`src/rtl/lsu_pkg.sv`:
```
// constants, field positions and types shared by the load/store unit
package lsu_pkg;
  localparam logic [1:0] FMT_MEM = 2'b11;
  localparam int FMT_LSB = 30;
  localparam int RD_LSB = 25;
  localparam int OP3_LSB = 19;
  localparam int RS1_LSB = 14;
  localparam int IMM_BIT = 13;
  localparam int ASI_LSB = 5;
  localparam logic [5:0] LOAD_FLOAT_SINGLE_OP = 6'h20;
  localparam logic [5:0] LOAD_FLOAT_PAIR_OP = 6'h23;
  localparam logic [5:0] LOAD_FLOAT_STATE_OP = 6'h21;
  localparam logic [5:0] LOAD_COP_SINGLE_OP = 6'h30;
  localparam logic [5:0] LOAD_COP_PAIR_OP = 6'h33;
  localparam logic [5:0] LOAD_COP_STATE_OP = 6'h31;
  localparam logic [5:0] LOAD_WORD_OP = 6'h00;
  localparam logic [5:0] WRITE_WORD_OP = 6'h04;
  // data space codes for ordinary accesses, arbitrary values
  localparam logic [7:0] USER_DATA_SPACE = 8'h10;
  localparam logic [7:0] SYSTEM_DATA_SPACE = 8'h11;
  localparam logic [31:0] WORD_STEP = 32'h0000_0004;
  // encoding matches the two low opcode bits of integer accesses
  typedef enum logic [1:0] {
    SZ_WORD = 2'b00,
    SZ_BYTE = 2'b01,
    SZ_HALF = 2'b10,
    SZ_DBL = 2'b11
  } size_t;
  typedef enum logic [2:0] {
    TRAP_NONE = 3'h0,
    TRAP_ILLEGAL = 3'h1,
    TRAP_PRIVILEGED = 3'h2,
    TRAP_MISALIGNED = 3'h3,
    TRAP_FPU_OFF = 3'h4,
    TRAP_COP_OFF = 3'h5,
    TRAP_DATA_ACCESS = 3'h6
  } trap_t;
  typedef enum logic [2:0] {
    WB_INT = 3'h0,
    WB_FP = 3'h1,
    WB_FSR = 3'h2,
    WB_COP = 3'h3,
    WB_CSR = 3'h4
  } wb_file_t;
  // single-beat path idle-first-idle flips one bit each way
  typedef enum logic [1:0] {
    ST_IDLE = 2'b00,
    ST_FIRST = 2'b01,
    ST_SECOND = 2'b11,
    ST_DRAIN = 2'b10
  } state_t;
endpackage

```
`src/rtl/load_store_unit.sv`:
```
// load/store unit: decode, address, traps, memory beats and write-back
`timescale 1ns/1ps
`default_nettype none
module load_store_unit
  import lsu_pkg::*;
(
  input wire logic core_clk,
  input wire logic reset,
  input wire logic issue_valid,
  output logic issue_ready,
  input wire logic [31:0] instr,
  input wire logic [31:0] src_one_data,
  input wire logic [31:0] src_two_data,
  input wire logic [31:0] store_first_data,
  input wire logic [31:0] store_second_data,
  input wire logic supervisor_mode,
  input wire logic fpu_enable_bit,
  input wire logic cop_enable_bit,
  input wire logic fpu_present,
  input wire logic cop_present,
  input wire logic fpu_busy,
  input wire logic [4:0] next_src_one,
  input wire logic [4:0] next_src_two,
  output logic load_use_stall,
  output logic mem_req,
  output logic mem_we,
  output logic [31:0] mem_addr,
  output logic [7:0] mem_asi,
  output size_t mem_size,
  output logic [31:0] mem_wdata,
  input wire logic mem_ack,
  input wire logic [31:0] mem_rdata,
  input wire logic mem_fault,
  output logic wb_we,
  output logic wb_pair,
  output wb_file_t wb_file,
  output logic [4:0] wb_addr,
  output logic [31:0] wb_data_first,
  output logic [31:0] wb_data_second,
  output logic trap_valid,
  output trap_t trap_code,
  output logic done
);
  state_t state_reg;
  logic [5:0] op3;
  logic imm_sel;
  logic fmt_ok;
  logic dec_legal;
  logic dec_store;
  logic dec_alt;
  logic dec_signed;
  size_t dec_size;
  wb_file_t dec_file;
  trap_t dec_trap;
  logic [7:0] dec_asi;
  logic [31:0] eff_addr;
  logic misaligned;
  logic accept;
  logic beat_ok;
  size_t size_reg;
  logic signed_reg;
  logic [4:0] dest_reg;
  wb_file_t file_reg;
  logic [31:0] second_data_reg;
  logic [31:0] first_word_reg;

  // big-endian lane pick, right-justified, zero or sign filled
  function automatic logic [31:0] lane_extract(input logic [31:0] word, input logic [1:0] offs,
                                               input size_t sz, input logic sgn);
    logic [31:0] sh;
    sh = word;
    case (sz)
      SZ_BYTE: begin
        sh = word >> {~offs, 3'b000};
        return {{24{sgn & sh[7]}}, sh[7:0]};
      end
      SZ_HALF: begin
        sh = word >> {~offs[1], 4'b0000};
        return {{16{sgn & sh[15]}}, sh[15:0]};
      end
      default: return sh;
    endcase
  endfunction

  function automatic logic [31:0] store_trim(input logic [31:0] data, input size_t sz);
    case (sz)
      SZ_BYTE: return {{24{1'b0}}, data[7:0]};
      SZ_HALF: return {{16{1'b0}}, data[15:0]};
      default: return data;
    endcase
  endfunction

  // a pair destination matches on either register
  function automatic logic reads_dest(input logic [4:0] src, input logic [4:0] dest,
                                      input size_t sz);
    if (sz == SZ_DBL) begin
      return src[4:1] == dest[4:1];
    end
    return src == dest;
  endfunction

  assign op3 = instr[OP3_LSB +: 6];
  assign imm_sel = instr[IMM_BIT];
  assign fmt_ok = instr[FMT_LSB +: 2] == FMT_MEM;

  always_comb begin
    dec_legal = 1'b0;
    dec_store = 1'b0;
    dec_alt = 1'b0;
    dec_signed = 1'b0;
    dec_size = SZ_WORD;
    dec_file = WB_INT;
    if (fmt_ok && !op3[5]) begin
      dec_store = op3[2];
      dec_alt = op3[4];
      dec_signed = op3[3];
      dec_size = size_t'(op3[1:0]);
      dec_legal = !op3[3] || (!op3[2] && (op3[1:0] == 2'b01 || op3[1:0] == 2'b10));
    end else if (fmt_ok) begin
      dec_legal = 1'b1;
      case (op3)
        LOAD_FLOAT_SINGLE_OP: dec_file = WB_FP;
        LOAD_FLOAT_PAIR_OP: begin
          dec_file = WB_FP;
          dec_size = SZ_DBL;
        end
        LOAD_FLOAT_STATE_OP: dec_file = WB_FSR;
        LOAD_COP_SINGLE_OP: dec_file = WB_COP;
        LOAD_COP_PAIR_OP: begin
          dec_file = WB_COP;
          dec_size = SZ_DBL;
        end
        LOAD_COP_STATE_OP: dec_file = WB_CSR;
        default: dec_legal = 1'b0;
      endcase
    end
  end

  addr_gen u_addr_gen (
    .base_value(src_one_data),
    .index_value(src_two_data),
    .imm_sel(imm_sel),
    .imm_value(instr[12:0]),
    .access_size(dec_size),
    .eff_addr(eff_addr),
    .misaligned(misaligned)
  );

  // illegal outranks privileged, unit-off outranks alignment
  always_comb begin
    if (!dec_legal || (dec_alt && imm_sel)) begin
      dec_trap = TRAP_ILLEGAL;
    end else if (dec_alt && !supervisor_mode) begin
      dec_trap = TRAP_PRIVILEGED;
    end else if (op3[5:4] == 2'b10 && !(fpu_enable_bit && fpu_present)) begin
      dec_trap = TRAP_FPU_OFF;
    end else if (op3[5:4] == 2'b11 && !(cop_enable_bit && cop_present)) begin
      dec_trap = TRAP_COP_OFF;
    end else if (misaligned) begin
      dec_trap = TRAP_MISALIGNED;
    end else begin
      dec_trap = TRAP_NONE;
    end
  end

  assign dec_asi = dec_alt ? instr[ASI_LSB +: 8]
                           : (supervisor_mode ? SYSTEM_DATA_SPACE : USER_DATA_SPACE);

  assign issue_ready = state_reg == ST_IDLE;
  assign accept = issue_valid && issue_ready;
  assign mem_req = state_reg == ST_FIRST || state_reg == ST_SECOND;
  assign beat_ok = mem_req && mem_ack && !mem_fault;

  // interlock is optional; only integer loads in flight raise it
  assign load_use_stall = !issue_ready && !mem_we && file_reg == WB_INT &&
                          (reads_dest(next_src_one, dest_reg, size_reg) ||
                           reads_dest(next_src_two, dest_reg, size_reg));

  always_ff @(posedge core_clk or posedge reset) begin
    if (reset) begin
      state_reg <= ST_IDLE;
    end else begin
      case (state_reg)
        ST_IDLE: begin
          if (accept && dec_trap == TRAP_NONE) begin
            state_reg <= (dec_file == WB_FSR && fpu_busy) ? ST_DRAIN : ST_FIRST;
          end
        end
        ST_DRAIN: begin
          if (!fpu_busy) begin
            state_reg <= ST_FIRST;
          end
        end
        ST_FIRST: begin
          if (mem_ack) begin
            state_reg <= (!mem_fault && size_reg == SZ_DBL) ? ST_SECOND : ST_IDLE;
          end
        end
        default: begin
          if (mem_ack) begin
            state_reg <= ST_IDLE;
          end
        end
      endcase
    end
  end

  // access descriptor, captured at issue
  always_ff @(posedge core_clk or posedge reset) begin
    if (reset) begin
      mem_addr <= '0;
      mem_asi <= '0;
      mem_size <= SZ_WORD;
      mem_we <= 1'b0;
      mem_wdata <= '0;
      size_reg <= SZ_WORD;
      signed_reg <= 1'b0;
      dest_reg <= '0;
      file_reg <= WB_INT;
      second_data_reg <= '0;
    end else if (accept && dec_trap == TRAP_NONE) begin
      mem_addr <= eff_addr;
      mem_asi <= dec_asi;
      mem_size <= (dec_size == SZ_DBL) ? SZ_WORD : dec_size;
      mem_we <= dec_store;
      mem_wdata <= store_trim(store_first_data, dec_size);
      size_reg <= dec_size;
      signed_reg <= dec_signed;
      dest_reg <= instr[RD_LSB +: 5];
      file_reg <= dec_file;
      second_data_reg <= store_second_data;
    end else if (state_reg == ST_FIRST && beat_ok && size_reg == SZ_DBL) begin
      mem_addr <= mem_addr + WORD_STEP;
      mem_wdata <= second_data_reg;
    end
  end

  // first word of a pair is held back so a late fault writes nothing
  always_ff @(posedge core_clk or posedge reset) begin
    if (reset) begin
      first_word_reg <= '0;
    end else if (state_reg == ST_FIRST && beat_ok) begin
      first_word_reg <= mem_rdata;
    end
  end

  always_ff @(posedge core_clk or posedge reset) begin
    if (reset) begin
      wb_we <= 1'b0;
      wb_pair <= 1'b0;
      wb_file <= WB_INT;
      wb_addr <= '0;
      wb_data_first <= '0;
      wb_data_second <= '0;
      done <= 1'b0;
    end else begin
      wb_we <= 1'b0;
      done <= 1'b0;
      if (state_reg == ST_FIRST && beat_ok && size_reg != SZ_DBL) begin
        done <= 1'b1;
        wb_we <= !mem_we;
        wb_pair <= 1'b0;
        wb_file <= file_reg;
        wb_addr <= dest_reg;
        wb_data_first <= lane_extract(mem_rdata, mem_addr[1:0], size_reg, signed_reg);
      end else if (state_reg == ST_SECOND && beat_ok) begin
        done <= 1'b1;
        wb_we <= !mem_we;
        wb_pair <= 1'b1;
        wb_file <= file_reg;
        wb_addr <= {dest_reg[4:1], 1'b0};
        wb_data_first <= first_word_reg;
        wb_data_second <= mem_rdata;
      end
    end
  end

  // faults suppress all write-back: no constant is ever written
  always_ff @(posedge core_clk or posedge reset) begin
    if (reset) begin
      trap_valid <= 1'b0;
      trap_code <= TRAP_NONE;
    end else begin
      trap_valid <= 1'b0;
      if (accept && dec_trap != TRAP_NONE) begin
        trap_valid <= 1'b1;
        trap_code <= dec_trap;
      end else if (mem_req && mem_ack && mem_fault) begin
        trap_valid <= 1'b1;
        trap_code <= TRAP_DATA_ACCESS;
      end
    end
  end

  logic [31:0] exp_addr;
  assign exp_addr = imm_sel ? src_one_data + {{19{instr[12]}}, instr[12:0]} : src_one_data + src_two_data;
endmodule
`default_nettype wire

```
`src/rtl/addr_gen.sv`:
```
// effective address adder and alignment check
`timescale 1ns/1ps
`default_nettype none
module addr_gen
  import lsu_pkg::*;
(
  input wire logic [31:0] base_value,
  input wire logic [31:0] index_value,
  input wire logic imm_sel,
  input wire logic [12:0] imm_value,
  input wire size_t access_size,
  output logic [31:0] eff_addr,
  output logic misaligned
);
  assign eff_addr = imm_sel ? base_value + {{19{imm_value[12]}}, imm_value}
                            : base_value + index_value;

  // byte accesses never misalign
  always_comb begin
    case (access_size)
      SZ_HALF: misaligned = eff_addr[0];
      SZ_WORD: misaligned = |eff_addr[1:0];
      SZ_DBL: misaligned = |eff_addr[2:0];
      default: misaligned = 1'b0;
    endcase
  end
endmodule
`default_nettype wire

```
`config.mk`:
```
export PLATFORM = sky130hd
export DESIGN_NAME = load_store_unit
export DESIGN_NICKNAME = d
export VERILOG_FILES = /design/src/rtl/lsu_pkg.sv /design/src/rtl/load_store_unit.sv /design/src/rtl/addr_gen.sv
export SDC_FILE = /design/constraint.sdc
export NUM_CORES = 1
export LEC_CHECK = 0
export BUFFER_PORTS_ARGS = -buffer_cell sky130_fd_sc_hd__buf_2
export CAP_MARGIN = 5
export CORE_ASPECT_RATIO = 1.2
export CORE_MARGIN = 2
export CORE_UTILIZATION = 40
export CTS_BUF_LIST = sky130_fd_sc_hd__clkbuf_8
export DETAILED_ROUTE_END_ITERATION = 6
export PLACE_DENSITY_LB_ADDON = 0.05
export SYNTH_ARGS = -nofsm -noshare
export SYNTH_HDL_FRONTEND = slang
export SYNTH_SLANG_ARGS = --single-unit
```
`constraint.sdc`:
```
create_clock -name core_clk -period 8.5 [get_ports core_clk]
set_clock_uncertainty 0.15 [all_clocks]
set_input_delay 1.275 -clock core_clk [delete_from_list [all_inputs] [get_ports core_clk]]
set_output_delay 1.275 -clock core_clk [all_outputs]
set_load 0.005 [all_outputs]
```
==> flow_summary.toml <==
[status]
status = "finished clean"

[sta]
drv_slew = 0
hold_viol_final = 0
post-route-period-util_pct = 63.4
finalSetupTns_ns = 0
layout_min_cycle_time_ns = 5.39
slew_headroom_pct = 27.3
setup_viol = 0
whs_ns = 0.318
setup_ws_ns = 3.11
fmax_mhz = 186
tightestPinTransition_ns = 1.09
rsz0062_at_grt = "false"

[cells_and_area]
nets = 2020
instances_no_fill = 2199
area_growth_pct = 23.6
drive_gt1_share_pct = 28.4
nFillCells = 3121

[clocking]
post_cts_resized = 0
clockBufferDepth = 3
post_cts.repair.setup_buffers = 0
root_buffer = "clkbuf_8"
cts-htree-levels = 2
clock_latency_ns = 0.56
postCtsHoldBufs = 0
cts_sinks = 231
cts_buffers = 41
clk_pin_slew_ns = 0.06
cts_tree = "built"

[logic_synthesis]
synthCells = 1424
yosysWarningCount = 0
syn_area_per_cell_um2 = 8.88
synth_enable_flop_cells = 0
async_flop_share_pct = 100
ys_types = 63
yosysTopAreaCellShare_pct = 45.7
synth_top_area_cell = "dfrtp_1"
synth_seq_cells = 231
synth.net_count = 1681
netlist_area_um2 = 12600
dominantRegCellSynth = "dfrtp_1"
seq_area_frac_synth_pct = 45.7
synth_area_leaders = "dfrtp_1, nand2_1, mux2_2"
synth_commonest_cells = "nand2_1, dfrtp_1, o21ai_0"
synth.most_common_cell = "nand2_1"

[place]
pre_cts_slack_ns = 2.48
portBuffers = 364
dp_hpwl_mm = 28.2
gp_congestion = 0.838
dp_cells = 2121

[worst_setup_path]
path_class = "input pin to flip-flop"
worst_ep_required_time_ns = 8.84
worstPathArrival_ns = 5.73
cp-end-kind = "flip-flop"
r2r_slack_ns = 5.15
cp_max_fo = 89
startpoint_type = "input pin"

[global_routing]
track_usage_pct = 23.4
antenna_found_initial = 8
grt_pass1_wl_mm = 61.5
grt_pass1_vias = 11300
grt_max_degree = 91
globalRoute.totalOverflow = 0

[routing]
vias = 11500
drtIter0Drc = 637
first_pass_iters = 5
wl_mm = 39.1
post_drt_via_cell_ratio = 5.21
ant_nets = 0
drcViolationCount = 0
wl_per_cell_um = 17.8

[power_and_ir_drop]
power.switching_mw = 1.30
p_leak_nw = 8.31
combPwrFrac_pct = 29.5
pwr-share-seq_pct = 42.4
p_sw_share_pct = 34.1
vdd_drop_max_v = 0.000164
p_int_mw = 2.52
pwr-share-clk_pct = 28.1
cellPowerDensity_nw_per_um2 = 245

[floorplan]
die_h_um = 199
ios = 370
die_w_um = 166
core_area_um2 = 31300
die_area_um2 = 33000
rows = 71
start_util_pct = 40.4

[run]
max_cap_viol_count = 0

[min_path]
worstHoldPathType = "flip-flop to flip-flop"
==> cells by family (layout without fill, tap and decap cells) <==
| group | Yosys count | in the layout | synth area share (%) |
|---|---|---|---|
| buffers and inverters | 152 | 521 | 4.84 |
| flip-flops | 231 | 231 | 45.7 |
| multiplexers | 69 | 69 | 6.05 |
| adder cells (fa/ha/maj) | 44 | 44 | 4.41 |
| other | 0 | 5 | 0 |
| AND/OR/NAND/NOR | 512 | 512 | 17.5 |
| AO/OA/AOI/OAI | 358 | 358 | 17.5 |
| XOR/XNOR | 58 | 58 | 4.02 |
==> worst paths after layout <==
path	cells past startpoint	endpoint	start
setup / recovery	14	state_reg[1]$_DFFE_PP0P_	instr[13]
hold / removal	1	wb_data_first[27]$_DFFE_PP0P_	wb_data_first[27]$_DFFE_PP0P_
setup reg to reg	10	mem_addr[14]$_DFFE_PP0P_	size_reg[0]$_DFFE_PP0N_
hold reg to reg	1	wb_data_first[27]$_DFFE_PP0P_	wb_data_first[27]$_DFFE_PP0P_
max in group asynchronous	3	second_data_reg[14]$_DFFE_PP0N_	reset
min in group asynchronous	2	mem_asi[3]$_DFFE_PP0N_	reset
==> through the flow <==
stage	area [um^2]	power (mW)	utilization, %
2_1_floorplan	12600	2.28	-
3_3_place_gp	14800	2.76	47.2
3_5_place_dp	14800	2.78	47.2
4_1_cts	15600	3.88	49.9
5_1_grt	15600	4.10	50.0
6_report	15600	3.83	50.0
==> cell usage in the layout, fill, tap and decap left out, types with 7 or more instances in the layout <==
cell type / count
buf_4: 10
o21a_1: 7
nand3_1: 29
o22ai_1: 11
buf_2: 364
clkbuf_8: 58
ha_1: 43
nor2b_1: 7
and2_1: 7
a22oi_1: 11
a21oi_1: 85
nand2b_1: 7
nor3_1: 12
nand2_1: 349
xnor2_1: 25
and3_1: 13
nand4_1: 9
nor2_1: 51
mux2i_1: 10
mux2_2: 59
o21ai_0: 100
dfrtp_1: 231
a31oi_1: 38
a221oi_1: 27
xor2_1: 33
inv_1: 84
a21o_1: 26
o21ai_1: 13
==> power by group through the flow <==
stage | Sequential (mW) | Clock (mW) | Combinational [mW]
2_1_floorplan | 1.62 | 0 | 0.653
3_3_place_gp | 1.63 | 0 | 1.12
3_5_place_dp | 1.64 | 0 | 1.14
4_1_cts | 1.62 | 1.11 | 1.14
5_1_grt | 1.67 | 1.16 | 1.27
6_report | 1.62 | 1.08 | 1.13
==> layer usage <==
layer  part of all wire, %  routed length (um)  track usage [%]
met1                    41               16000             28.6
met2                    50               19700             40.6
met3                   5.5                2170             5.19
met4                   3.1                1230             8.81
met5                 0.097                  38                0
==> cell type report <==
class                   instances  area (um^2)  share of cell area [%]
repair buffers                374         1900                    12.1
flip-flops and latches        231         5780                    37.0
clock inverters                15         63.8                   0.408
clock buffers                  58          798                    5.11
diodes                          5         12.5                  0.0801
multi-input cells            1041         6290                    40.2
inverters                      74          285                    1.83
well taps                     401          502                    3.21
==> worst max-delay path, cell delays in order <==
cell and delay, ns:
buf_2 0.51, mux2_2 0.31, ha_1 0.22, inv_1 0.08
fa_1 0.40, xnor2_1 0.18, a22oi_1 0.23, o21ai_0 0.21
nor3_1 0.41, nand3_4 0.86, buf_4 0.64, nor2_1 0.17
a21oi_1 0.05, o21ai_0 0.15
Power figures use the tool's default switching activity.
